===== src/tseg_pkg.sv =====
// Constants for the timer status and event generation block.
// Assumes a 32-bit Avalon-MM slave with byte addresses and 16-bit registers.
package tseg_pkg;

  // ************************************************************
  // Register byte offsets
  // ************************************************************
  localparam logic [7:0] OFF_CONTROL   = 8'h00;
  localparam logic [7:0] OFF_ENABLES   = 8'h0c;
  localparam logic [7:0] OFF_STATUS    = 8'h10;
  localparam logic [7:0] OFF_EVENT     = 8'h14;
  localparam logic [7:0] OFF_CHMODE    = 8'h18;
  localparam logic [7:0] OFF_COUNTER   = 8'h24;
  localparam logic [7:0] OFF_PRESCALE  = 8'h28;
  localparam logic [7:0] OFF_RELOAD    = 8'h2c;
  localparam logic [7:0] OFF_CHANNEL   = 8'h34;

  // ************************************************************
  // Field positions
  // ************************************************************
  localparam int CTL_COUNT_EN   = 0;
  localparam int CTL_UPD_DIS    = 1;
  localparam int CTL_UPD_SRC    = 2;
  localparam int CTL_DOWN       = 4;
  localparam int CTL_CENTER     = 5;
  localparam int EN_UPD_IRQ     = 0;
  localparam int EN_CH1_IRQ     = 1;
  localparam int EN_UPD_DMA     = 8;
  localparam int EN_CH1_DMA     = 9;
  localparam int ST_UPDATE      = 0;
  localparam int ST_CH1         = 1;
  localparam int ST_REPEAT      = 9;
  localparam int EV_UPDATE      = 0;
  localparam int EV_CH1         = 1;

  // ************************************************************
  // Writable masks and reset values
  // ************************************************************
  localparam logic [15:0] CONTROL_MASK = 16'h0037;
  localparam logic [15:0] ENABLES_MASK = 16'h0303;
  localparam logic [15:0] CHMODE_MASK  = 16'h0003;
  localparam logic [15:0] REG_RESET    = 16'h0000;
  localparam logic [1:0]  CH_OUTPUT    = 2'h0;

  // ************************************************************
  // Register select
  // ************************************************************
  typedef enum logic [3:0] {
    SEL_NONE, SEL_CONTROL, SEL_ENABLES, SEL_STATUS, SEL_EVENT,
    SEL_CHMODE, SEL_COUNTER, SEL_PRESCALE, SEL_RELOAD, SEL_CHANNEL
  } tseg_sel_t;

endpackage


===== src/tseg_cnt_if.sv =====
// Signals between the status logic and the counter core.
// Assumes both ends run on the same clock.
`timescale 1ns/1ps
interface tseg_cnt_if;
  logic        count_en;
  logic        down;
  logic        center;
  logic [15:0] prescale;
  logic [15:0] reload;
  logic        reinit;
  logic        psc_clear;
  logic        cnt_write;
  logic [15:0] cnt_wdata;
  logic [15:0] count;
  logic        wrap;
  logic        tick;

  modport ctrl (output count_en, down, center, prescale, reload, reinit,
                output psc_clear, cnt_write, cnt_wdata,
                input count, wrap, tick);
  modport core (input count_en, down, center, prescale, reload, reinit,
                input psc_clear, cnt_write, cnt_wdata,
                output count, wrap, tick);
endinterface


===== src/tseg_top.sv =====
// Status flags and software event generation of a one-channel timer.
// Assumes an Avalon-MM master with byte addresses and synchronous pulses
// on trigger_reinit_i and capture_event_i.
//
// Function
// update event sets update flag, write 0 clears
// overflow or underflow updates unless updates disabled
// software update sets flag when source select 0
// trigger reinit updates when source select 0
// output mode: counter equals compare sets channel flag
// input mode: capture sets channel flag
// channel flag cleared by write 0 or value read
// capture with channel flag set raises repeat flag
// update generate bit reinitialises counter, self clears
// update event clears prescaler counter, keeps factor
// software update: down loads reload, else zero
// channel generate bit forces channel event, self clears
// forced output event sets flag, irq, dma
// forced input event captures counter, sets flag
// forced capture with flag set raises repeat flag
// source select 1: only wraps request irq/dma
// reserved bits read zero, writes ignored
`timescale 1ns/1ps
module tseg_top (
  // Clock and reset
  input  wire logic        mclk_i,
  input  wire logic        reset_i,
  // Avalon-MM slave
  input  wire logic [7:0]  avs_address,
  input  wire logic        avs_read,
  input  wire logic        avs_write,
  input  wire logic [31:0] avs_writedata,
  input  wire logic [3:0]  avs_byteenable,
  output logic      [31:0] avs_readdata,
  output logic             avs_waitrequest,
  // Timer events
  input  wire logic        trigger_reinit_i,
  input  wire logic        capture_event_i,
  // Requests
  output logic             update_irq_o,
  output logic             update_dma_o,
  output logic             channel_irq_o,
  output logic             channel_dma_o
);

  tseg_cnt_if cif ();

  logic [15:0] control_r;
  logic [15:0] enables_r;
  logic [1:0]  chmode_r;
  logic [15:0] prescale_r;
  logic [15:0] reload_r;
  logic [15:0] channel_value_r;
  logic        update_flag_r;
  logic        channel_one_flag_r;
  logic        repeat_capture_flag_r;
  logic        update_generate_r;
  logic        channel_one_generate_r;
  logic        match_r;
  logic        ack_r;

  logic                 access;
  logic                 wr_acc;
  logic                 rd_acc;
  tseg_pkg::tseg_sel_t  sel;
  logic [15:0]          wmask;
  logic [15:0]          wval;
  logic                 output_mode;
  logic                 wrap_upd;
  logic                 soft_upd;
  logic                 any_upd;
  logic                 flag_upd;
  logic                 capture;
  logic                 compare_hit;
  logic [15:0]          rd_nxt;

  // ************************************************************
  // Decode helpers
  // ************************************************************
  function automatic tseg_pkg::tseg_sel_t decode(input logic [7:0] addr);
    unique case ({addr[7:2], 2'b00})
      tseg_pkg::OFF_CONTROL:  decode = tseg_pkg::SEL_CONTROL;
      tseg_pkg::OFF_ENABLES:  decode = tseg_pkg::SEL_ENABLES;
      tseg_pkg::OFF_STATUS:   decode = tseg_pkg::SEL_STATUS;
      tseg_pkg::OFF_EVENT:    decode = tseg_pkg::SEL_EVENT;
      tseg_pkg::OFF_CHMODE:   decode = tseg_pkg::SEL_CHMODE;
      tseg_pkg::OFF_COUNTER:  decode = tseg_pkg::SEL_COUNTER;
      tseg_pkg::OFF_PRESCALE: decode = tseg_pkg::SEL_PRESCALE;
      tseg_pkg::OFF_RELOAD:   decode = tseg_pkg::SEL_RELOAD;
      tseg_pkg::OFF_CHANNEL:  decode = tseg_pkg::SEL_CHANNEL;
      default:                decode = tseg_pkg::SEL_NONE;
    endcase
  endfunction

  function automatic logic [15:0] merge(input logic [15:0] old, input logic [15:0] nw,
                                        input logic [15:0] m, input logic [15:0] keep);
    merge = ((old & ~m) | (nw & m)) & keep;
  endfunction

  // ************************************************************
  // Bus access
  // ************************************************************
  // Request taken while waitrequest is high; answer one cycle later
  assign access = (avs_read || avs_write) && avs_waitrequest;
  assign wr_acc = access && avs_write;
  assign rd_acc = access && avs_read;
  assign sel    = decode(avs_address);
  assign wmask  = {{8{avs_byteenable[1]}}, {8{avs_byteenable[0]}}};
  assign wval   = avs_writedata[15:0];

  always_ff @(posedge mclk_i) begin
    if (reset_i) begin
      avs_waitrequest <= 1'b1;
    end else begin
      avs_waitrequest <= !access;
    end
  end

  always_comb begin
    rd_nxt = 16'h0000;
    unique case (sel)
      tseg_pkg::SEL_CONTROL:  rd_nxt = control_r;
      tseg_pkg::SEL_ENABLES:  rd_nxt = enables_r;
      tseg_pkg::SEL_STATUS:   rd_nxt = 16'h0000
                                     | (16'(update_flag_r) << tseg_pkg::ST_UPDATE)
                                     | (16'(channel_one_flag_r) << tseg_pkg::ST_CH1)
                                     | (16'(repeat_capture_flag_r) << tseg_pkg::ST_REPEAT);
      tseg_pkg::SEL_CHMODE:   rd_nxt = {14'h0000, chmode_r};
      tseg_pkg::SEL_COUNTER:  rd_nxt = cif.count;
      tseg_pkg::SEL_PRESCALE: rd_nxt = prescale_r;
      tseg_pkg::SEL_RELOAD:   rd_nxt = reload_r;
      tseg_pkg::SEL_CHANNEL:  rd_nxt = channel_value_r;
      tseg_pkg::SEL_EVENT,
      tseg_pkg::SEL_NONE:     rd_nxt = 16'h0000;
    endcase
  end

  always_ff @(posedge mclk_i) begin
    if (reset_i) begin
      avs_readdata <= 32'h0000_0000;
    end else if (rd_acc) begin
      avs_readdata <= {16'h0000, rd_nxt};
    end
  end

  // ************************************************************
  // Configuration registers
  // ************************************************************
  always_ff @(posedge mclk_i) begin
    if (reset_i) begin
      control_r  <= tseg_pkg::REG_RESET;
      enables_r  <= tseg_pkg::REG_RESET;
      chmode_r   <= tseg_pkg::CH_OUTPUT;
      prescale_r <= tseg_pkg::REG_RESET;
      reload_r   <= tseg_pkg::REG_RESET;
    end else if (wr_acc) begin
      unique case (sel)
        tseg_pkg::SEL_CONTROL:
          control_r <= merge(control_r, wval, wmask, tseg_pkg::CONTROL_MASK);
        tseg_pkg::SEL_ENABLES:
          enables_r <= merge(enables_r, wval, wmask, tseg_pkg::ENABLES_MASK);
        tseg_pkg::SEL_CHMODE:
          chmode_r <= 2'(merge({14'h0000, chmode_r}, wval, wmask, tseg_pkg::CHMODE_MASK));
        tseg_pkg::SEL_PRESCALE:
          prescale_r <= merge(prescale_r, wval, wmask, 16'hffff);
        tseg_pkg::SEL_RELOAD:
          reload_r <= merge(reload_r, wval, wmask, 16'hffff);
        default: ;
      endcase
    end
  end

  // ************************************************************
  // Event generation
  // ************************************************************
  // Generate bits are held one cycle and then dropped by hardware
  always_ff @(posedge mclk_i) begin
    if (reset_i) begin
      update_generate_r      <= 1'b0;
      channel_one_generate_r <= 1'b0;
    end else begin
      update_generate_r      <= wr_acc && sel == tseg_pkg::SEL_EVENT && avs_byteenable[0]
                                && wval[tseg_pkg::EV_UPDATE];
      channel_one_generate_r <= wr_acc && sel == tseg_pkg::SEL_EVENT && avs_byteenable[0]
                                && wval[tseg_pkg::EV_CH1];
    end
  end

  assign output_mode = (chmode_r == tseg_pkg::CH_OUTPUT);
  assign wrap_upd    = cif.wrap && !control_r[tseg_pkg::CTL_UPD_DIS];
  assign soft_upd    = (update_generate_r || trigger_reinit_i)
                       && !control_r[tseg_pkg::CTL_UPD_DIS];
  assign any_upd     = wrap_upd || soft_upd;
  // Source select 1 keeps software and trigger updates off the flag
  assign flag_upd    = wrap_upd || (soft_upd && !control_r[tseg_pkg::CTL_UPD_SRC]);
  assign capture     = !output_mode && (capture_event_i || channel_one_generate_r);
  assign compare_hit = output_mode && (cif.count == channel_value_r) && !match_r;

  // ************************************************************
  // Counter core link
  // ************************************************************
  assign cif.count_en  = control_r[tseg_pkg::CTL_COUNT_EN];
  assign cif.down      = control_r[tseg_pkg::CTL_DOWN];
  assign cif.center    = control_r[tseg_pkg::CTL_CENTER];
  assign cif.prescale  = prescale_r;
  assign cif.reload    = reload_r;
  // Reinit happens even with updates disabled: the counter must restart
  assign cif.reinit    = update_generate_r || trigger_reinit_i;
  assign cif.psc_clear = any_upd;
  assign cif.cnt_write = wr_acc && sel == tseg_pkg::SEL_COUNTER;
  assign cif.cnt_wdata = merge(cif.count, wval, wmask, 16'hffff);

  tseg_counter u_counter (
    .mclk_i  (mclk_i),
    .reset_i (reset_i),
    .cif     (cif)
  );

  // ************************************************************
  // Compare match and capture value
  // ************************************************************
  // Flag only on the first cycle of a match, so a stalled counter
  // does not keep re-setting a flag that software just cleared
  always_ff @(posedge mclk_i) begin
    if (reset_i) begin
      // Counter and compare both reset to zero, so start matched: no false edge
      match_r <= 1'b1;
    end else begin
      match_r <= output_mode && (cif.count == channel_value_r);
    end
  end

  always_ff @(posedge mclk_i) begin
    if (reset_i) begin
      channel_value_r <= tseg_pkg::REG_RESET;
    end else if (capture) begin
      channel_value_r <= cif.count;
    end else if (wr_acc && sel == tseg_pkg::SEL_CHANNEL && output_mode) begin
      channel_value_r <= merge(channel_value_r, wval, wmask, 16'hffff);
    end
  end

  // ************************************************************
  // Status flags
  // ************************************************************
  // Hardware set wins over a software clear in the same cycle
  always_ff @(posedge mclk_i) begin
    if (reset_i) begin
      update_flag_r <= 1'b0;
    end else if (flag_upd) begin
      update_flag_r <= 1'b1;
    end else if (wr_acc && sel == tseg_pkg::SEL_STATUS && avs_byteenable[0]
                 && !wval[tseg_pkg::ST_UPDATE]) begin
      update_flag_r <= 1'b0;
    end
  end

  always_ff @(posedge mclk_i) begin
    if (reset_i) begin
      channel_one_flag_r <= 1'b0;
    end else if (compare_hit || capture
                 || (output_mode && channel_one_generate_r)) begin
      channel_one_flag_r <= 1'b1;
    end else if ((wr_acc && sel == tseg_pkg::SEL_STATUS && avs_byteenable[0]
                  && !wval[tseg_pkg::ST_CH1])
                 || (rd_acc && sel == tseg_pkg::SEL_CHANNEL)) begin
      channel_one_flag_r <= 1'b0;
    end
  end

  always_ff @(posedge mclk_i) begin
    if (reset_i) begin
      repeat_capture_flag_r <= 1'b0;
    end else if (capture && channel_one_flag_r) begin
      repeat_capture_flag_r <= 1'b1;
    end else if (wr_acc && sel == tseg_pkg::SEL_STATUS && avs_byteenable[1]
                 && !wval[tseg_pkg::ST_REPEAT]) begin
      repeat_capture_flag_r <= 1'b0;
    end
  end

  // ************************************************************
  // Request outputs
  // ************************************************************
  always_ff @(posedge mclk_i) begin
    if (reset_i) begin
      update_irq_o  <= 1'b0;
      update_dma_o  <= 1'b0;
      channel_irq_o <= 1'b0;
      channel_dma_o <= 1'b0;
    end else begin
      update_irq_o  <= update_flag_r && enables_r[tseg_pkg::EN_UPD_IRQ];
      update_dma_o  <= flag_upd && enables_r[tseg_pkg::EN_UPD_DMA];
      channel_irq_o <= channel_one_flag_r && enables_r[tseg_pkg::EN_CH1_IRQ];
      channel_dma_o <= (compare_hit || capture || channel_one_generate_r)
                       && enables_r[tseg_pkg::EN_CH1_DMA];
    end
  end

endmodule // tseg_top


===== src/tseg_counter.sv =====
// Prescaler and 16-bit counter for the timer.
// Assumes reinit and psc_clear are single-cycle pulses.
`timescale 1ns/1ps
module tseg_counter (
  // Clock and reset
  input  wire logic mclk_i,
  input  wire logic reset_i,
  // Control side
  tseg_cnt_if.core  cif
);

  logic [15:0] psc_cnt_r;
  logic        going_down_r;

  // ************************************************************
  // Prescaler
  // ************************************************************
  always_ff @(posedge mclk_i) begin
    if (reset_i || cif.psc_clear || cif.reinit) begin
      psc_cnt_r <= 16'h0000;
      cif.tick  <= 1'b0;
    end else if (cif.count_en) begin
      cif.tick  <= (psc_cnt_r == cif.prescale);
      psc_cnt_r <= (psc_cnt_r == cif.prescale) ? 16'h0000 : psc_cnt_r + 16'h0001;
    end else begin
      cif.tick <= 1'b0;
    end
  end

  // ************************************************************
  // Counter
  // ************************************************************
  always_ff @(posedge mclk_i) begin
    cif.wrap <= 1'b0;
    if (reset_i) begin
      cif.count    <= 16'h0000;
      going_down_r <= 1'b0;
    end else if (cif.reinit) begin
      // Down mode restarts from reload, others from zero
      cif.count    <= (cif.down && !cif.center) ? cif.reload : 16'h0000;
      going_down_r <= cif.down && !cif.center;
    end else if (cif.cnt_write) begin
      cif.count <= cif.cnt_wdata;
    end else if (cif.tick) begin
      if (cif.center) begin
        if (!going_down_r && cif.count >= cif.reload) begin
          going_down_r <= 1'b1;
          cif.count    <= cif.count - 16'h0001;
          cif.wrap     <= 1'b1;
        end else if (going_down_r && cif.count == 16'h0000) begin
          going_down_r <= 1'b0;
          cif.count    <= 16'h0001;
          cif.wrap     <= 1'b1;
        end else begin
          cif.count <= going_down_r ? cif.count - 16'h0001 : cif.count + 16'h0001;
        end
      end else if (cif.down) begin
        cif.count <= (cif.count == 16'h0000) ? cif.reload : cif.count - 16'h0001;
        cif.wrap  <= (cif.count == 16'h0000);
      end else begin
        cif.count <= (cif.count >= cif.reload) ? 16'h0000 : cif.count + 16'h0001;
        cif.wrap  <= (cif.count >= cif.reload);
      end
    end
  end

endmodule // tseg_counter


===== config.mk =====
export PLATFORM = sky130hd
export DESIGN_NAME = tseg_top
export DESIGN_NICKNAME = d
export VERILOG_FILES = /design/src/tseg_pkg.sv /design/src/tseg_cnt_if.sv /design/src/tseg_top.sv /design/src/tseg_counter.sv
export SDC_FILE = /design/constraint.sdc
export NUM_CORES = 1
export LEC_CHECK = 0
export ABC_AREA = 1
export BUFFER_PORTS_ARGS = -buffer_cell sky130_fd_sc_hd__buf_2
export CORE_MARGIN = 8
export CORE_UTILIZATION = 50
export DETAILED_ROUTE_END_ITERATION = 6
export PLACE_DENSITY = 0.79
export SLEW_MARGIN = 25
export SYNTH_ARGS = -nofsm -noshare
export SYNTH_HDL_FRONTEND = slang
export SYNTH_SLANG_ARGS = --single-unit

===== constraint.sdc =====
create_clock -name mclk_i -period 5.95 [get_ports mclk_i]
set_input_delay 1.19 -clock mclk_i [delete_from_list [all_inputs] [get_ports mclk_i]]
set_output_delay 1.19 -clock mclk_i [all_outputs]
set_load 0.01 [all_outputs]

# [Word-level counts from Yosys, hierarchy flattened]
# Index checks and enable logic that the tools add are counted.
# W data, S select, Z words.
[totals] elab_cells=173 output_inout_bits=37 ff_bits=121 input_bits=50
[op_classes] n_lt_le_gt_ge=1 n_mux=32 n_reduce_logical=74 eq_ne=20 n_addsub=3 bitwise_logic=20
[op_table] operator="$mux W16" count=14
[op_table] operator="$pmux W16 S9" count=1
[op_table] operator="$and A16 B16 Y16" count=5
[op_table] operator="$or A16 B16 Y16" count=4
[op_table] operator="$pmux W4 S9" count=1
[op_table] operator="$add A16 B1 Y16 const B" count=2
[op_table] operator="$eq A16 B16 Y1" count=2
[op_table] operator="$logic_and A1 B1 Y1" count=32
[op_table] operator="$eq A6 B4 Y1 const B" count=4
[op_table] operator="$eq A6 B3 Y1 const B" count=3
[op_table] operator="$eq A4 B3 Y1 const B" count=4
[op_table] operator="$ge A16 B16 Y1" count=1
[op_table] operator="$logic_not A16 Y1" count=1
[op_table] operator="$mux W1" count=16
[op_table] operator="$not A16 Y16" count=1
[op_table] operator="$sub A16 B1 Y16 const B" count=1
[op_table] operator="$reduce_bool A2 Y1" count=6
[op_table] operator="$logic_or A1 B1 Y1" count=11
[op_table] operator="$and A10 B10 Y10" count=1
[op_table] operator="$logic_not A1 Y1" count=10
[op_table] operator="$or A10 B10 Y10" count=1
[op_table] operator="$or A2 B10 Y10" count=1
[op_table] operator="$reduce_and A2 Y1" count=5
[op_table] operator="$eq A4 B2 Y1 const B" count=2
[op_table] operator="other kinds (17)" count=21

# [Depth between registers and ports, before layout]
[logic_depth] word_depth=9 depth_mapped=17 depth_no_buf=17

# [By module]
# A second synthesis with hierarchy kept.
[unflattened] cells_unflattened=1399 area_unflattened_um2=8804.7
[modules_own_cells] mod="tseg_top" area_per_inst_um2=4563.1 n_inst=1 seq_area_each_um2=1721.7 cells_each=676
[modules_own_cells] mod="tseg_counter" area_per_inst_um2=4241.6 n_inst=1 seq_area_each_um2=700.7 cells_each=723

# [Least setup slack after synthesis]
# Ideal clock, no wire load.
[synth_timing] path_type="in2reg" startpoint="input port avs_address[3]" endpoint="register with a tool-made name" setup_ps=119 n_path_buf=0 t_arrival_ps=2307 required_ps=5831 path_stages=10 slack_ps=3523 cell_sequence="inv_1 nand2_1 nor2_1 nand2_2 nor2_4 nand2_4 o21ai_4 inv_2 o21ai_0 a21oi_1"
[synth_lines] element="start, declared" line_no="tseg_top.sv:29" text="input wire logic [7:0] avs_address,"

==> summary.txt <==
Outcome -> finished with violations
Number of buffers added to fix hold violations after cts -> 0
Vias in the first global route -> 8321
# Max-Cap Violations -> 0
Iter 0 DRT Violations -> 880
Fmax -> 291 MHz
Later-pin clock latency in the skew report -> 0.42 ns
Post-detailed-routing wire length -> 27100 um
Met2 track demand over resource in global routing -> 0.437
I/O pin count -> 87
VDD IR max -> 177 uV
Die ar. -> 0.0209 sq mm
Final weighted congestion in routability-driven placement -> 0.941
NumNets Final -> 1374
Area of the multi-input gates -> 0.00495 sq mm
Overflow left after global routing -> 0
Input/output buffers -> 50
Post-CTS setup buffers -> 0
Total of fill cells in the finished design -> 1611
Worst r2r path cells -> 14
Unrepaired setup endpoints after global routing -> no
Fraction of layout cells with a size suffix above 1 -> 0.109
Via count of the routed design -> 8773
Transition at the pin with the smallest max-transition slack -> 0.899 ns
R2R setup slack -> 2.52 ns
Required @ worst endpoint -> 6.29 ns
Critical Path AT -> 3.78 ns
Overall power -> 2300 uW
Crit. End Element -> register
Post-synthesis average cell area -> 6.41 sq um
Drc violations -> 1
Most used routing layer in global routing -> met2
Placement Setup Slack -> 2.52 ns
Violations in the final reports -> DRC
Area overhead of the layout relative to synthesis -> 9.68%
Overall fraction of global-route tracks in use -> 0.265
Count of nets left with antenna violations after detail routing -> 0
Crit Path Class -> reg -> reg
Total CTS buffers -> 17
Portion of the clock cycle consumed by the worst path in the final layout -> 0.577
Diode count -> 0
Max Root-Sink Buffers -> 2
Via-to-Cell Ratio -> 5.71
Post-DR wirelength/cell -> 17.6 um
Number of different library cells in the post-synthesis netlist -> 44
Clock-pin slew reported for the worst setup and hold paths after clock tree synthesis -> 0.06 ns
Headroom to the max-slew limit -> 0.400
Cell area after technology mapping -> 0.00829 sq mm
Power density over cell area -> 253 mW/mm^2
Setup tns final -> 0 ns
Initial antenna violation count -> 0
CTS tree -> done
Number of resized instances in the post-cts repair step -> 0
Number of endpoints with negative hold slack in the final report -> 0
Master cell of the clock root buffer -> sky130_fd_sc_hd__clkbuf_16
Height of the die -> 145 um
Grt met3 use -> 0.0459
Placeable core area -> 0.0164 sq mm
Classification of the worst-slack hold path -> reg -> reg
Post-layout worst setup margin -> 2.52 ns
Setup clock skew after layout -> 0.00815 ns
Seq cells post-synth -> 121
Clock sink count -> 121
Worst setup SP type -> register
H-tree levels -> 4
Sequential share of the synthesized area -> 0.292
Detailed-placement wirelength estimate -> 19900 um
Final setup fails -> 0
Initial standard-cell utilization of the core -> 0.505
Number of standard-cell rows in the floorplan -> 47
Pin count of the biggest net entering global routing -> 66
Static leakage -> 0.00376 uW
Count of mapped cells out of synthesis -> 1293
Top fanout value on the critical path -> 20
Warnings from Yosys -> 0
Horizontal die dimension -> 145 um
Area occupied by registers -> 0.00242 sq mm
Clock period minus final worst setup slack -> 3.43 ns
Number of slew-limit violations in the final report -> 0
Met1 track demand over resource in global routing -> 0.336
Drt first pass iters -> 7
Wire length of the first global-routing pass -> 43300 um
==> how the worst min path moves through the flow <==
stage / to / depth (start not counted) / start
5_1_grt: register / 2 / register
3_3_place_gp: update_irq_o / 2 / update_flag_r
6_report: avs_readdata[9] / 2 / avs_readdata[9]
4_1_cts: avs_readdata[9] / 2 / avs_readdata[9]
2_1_floorplan: channel_irq_o / 2 / register
3_5_place_dp: avs_readdata[4] / 2 / avs_readdata[4]
==> through the flow <==
step | cell area, sq um | util | hold WS [ns] | instances
global placement | 8440 | 0.514 | 0.442 | 1505
finish | 9090 | 0.554 | 0.463 | 1537
floorplan | 8340 | - | 0.423 | 1308
detailed placement | 8440 | 0.514 | 0.456 | 1505
global route | 9090 | 0.554 | 0.483 | 1537
CTS | 9090 | 0.554 | 0.466 | 1537
==> kinds of logic after synthesis <==
logic type,share of synthesized area
AOI/OAI and AO/OA,0.181
DFF,0.292
and+or+nand+nor,0.337
buffers and inverters,0.117
adders and majority gates,0.0302
other,0.000453
xor gates and xnor gates,0.0412
==> cells in the final DEF (no fill, tap or decap), types with 2 or more instances in the layout <==
cell,synthesis,routed
sky130_fd_sc_hd__nand2_2,10,10
sky130_fd_sc_hd__o221ai_1,2,2
sky130_fd_sc_hd__nand2_1,306,306
sky130_fd_sc_hd__nor4_1,4,4
sky130_fd_sc_hd__o2111ai_1,5,5
sky130_fd_sc_hd__a22oi_1,2,2
sky130_fd_sc_hd__xnor2_1,8,8
sky130_fd_sc_hd__inv_2,10,10
sky130_fd_sc_hd__clkinv_1,6,6
sky130_fd_sc_hd__nor3b_1,2,2
sky130_fd_sc_hd__o22ai_1,25,25
sky130_fd_sc_hd__buf_2,19,50
sky130_fd_sc_hd__o21ai_1,7,7
sky130_fd_sc_hd__nand3b_1,7,7
sky130_fd_sc_hd__dfxtp_1,121,121
sky130_fd_sc_hd__bufinv_16,0,4
sky130_fd_sc_hd__ha_1,20,20
sky130_fd_sc_hd__nor2_1,128,128
sky130_fd_sc_hd__nor2_4,12,12
sky130_fd_sc_hd__nand3_1,69,69
sky130_fd_sc_hd__o31ai_1,3,3
sky130_fd_sc_hd__o21ai_4,2,2
sky130_fd_sc_hd__clkbuf_8,0,4
sky130_fd_sc_hd__a31oi_1,9,9
sky130_fd_sc_hd__buf_4,24,4
sky130_fd_sc_hd__nand2_4,2,2
sky130_fd_sc_hd__nor2_2,13,13
sky130_fd_sc_hd__clkinvlp_4,0,2
sky130_fd_sc_hd__nor3_1,17,17
sky130_fd_sc_hd__clkinv_2,0,2
sky130_fd_sc_hd__a21oi_1,135,135
sky130_fd_sc_hd__o21ai_0,83,83
sky130_fd_sc_hd__inv_1,121,121
sky130_fd_sc_hd__xor2_1,31,31
sky130_fd_sc_hd__clkbuf_16,0,17
sky130_fd_sc_hd__conb_1,1,16
sky130_fd_sc_hd__nand4_1,42,42
sky130_fd_sc_hd__inv_6,0,2
sky130_fd_sc_hd__or2_2,6,6
==> cells in the mapped netlist, drive strengths merged <==
cell type    n  area (sq um)
nor3        18          95.1
o22ai       25           156
o221ai       2          17.5
nand4       42           263
clkinv       6          22.5
a41oi        1          8.76
o2111ai      5          43.8
or2          6          37.5
ha          20           250
nand3b       7          52.6
nor4         4          25.0
nand2      318          1230
a21oi      135           676
o211ai       1          7.51
inv        131           492
clkbuf      26          98.8
buf         51           358
a22oi        2          15.0
o31ai        3          22.5
nor3b        2          15.0
conb         1          3.75
nand3       70           355
a31oi        9          56.3
o21ai       93           492
xor2        31           272
nor2       154           717
dfxtp      121          2420
xnor2        8          70.1
o21a         1          7.51
==> routing by layer <==
layer	routed length, um	up-vias
met1	11500	4028
li1	-	4281
met2	12700	400
met3	2120	64
met4	787	0
met5	0	-
==> critical path, cell delays in order, from the launching register on <==
cell and delay (ns):
sky130_fd_sc_hd__dfxtp_1 0.76, sky130_fd_sc_hd__ha_1 0.37, sky130_fd_sc_hd__nand2_1 0.07, sky130_fd_sc_hd__inv_1 0.03, sky130_fd_sc_hd__nand2_1 0.05, sky130_fd_sc_hd__nand2_1 0.05
sky130_fd_sc_hd__nand2_1 0.06, sky130_fd_sc_hd__nand2_1 0.10, sky130_fd_sc_hd__nand2_1 0.59, sky130_fd_sc_hd__nand2_1 0.44, sky130_fd_sc_hd__nand2_1 0.39, sky130_fd_sc_hd__nand3_1 0.11
sky130_fd_sc_hd__nand3_1 0.08, sky130_fd_sc_hd__nand2_1 0.11, sky130_fd_sc_hd__a21oi_1 0.13
==> where the power goes <==
| part | total (uW) | internal [uW] | switching (uW) | leakage (uW) |
|---|---|---|---|---|
| Sequential | 852 | 822 | 30.3 | 0.000979 |
| Clock | 1130 | 747 | 379 | 0.000313 |
| Combinational | 321 | 94.0 | 227 | 0.00247 |
| Total | 2300 | 1660 | 636 | 0.00376 |
==> layout make-up <==
type | instances | area share
clock buffer | 22 | 0.0533
clock inverter | 10 | 0.0179
tap | 220 | 0.0303
timing repair buffer | 54 | 0.0308
multi-input combinational | 973 | 0.545
sequential | 121 | 0.267
inverter | 137 | 0.0566
(Power assumes the default switching activity.)
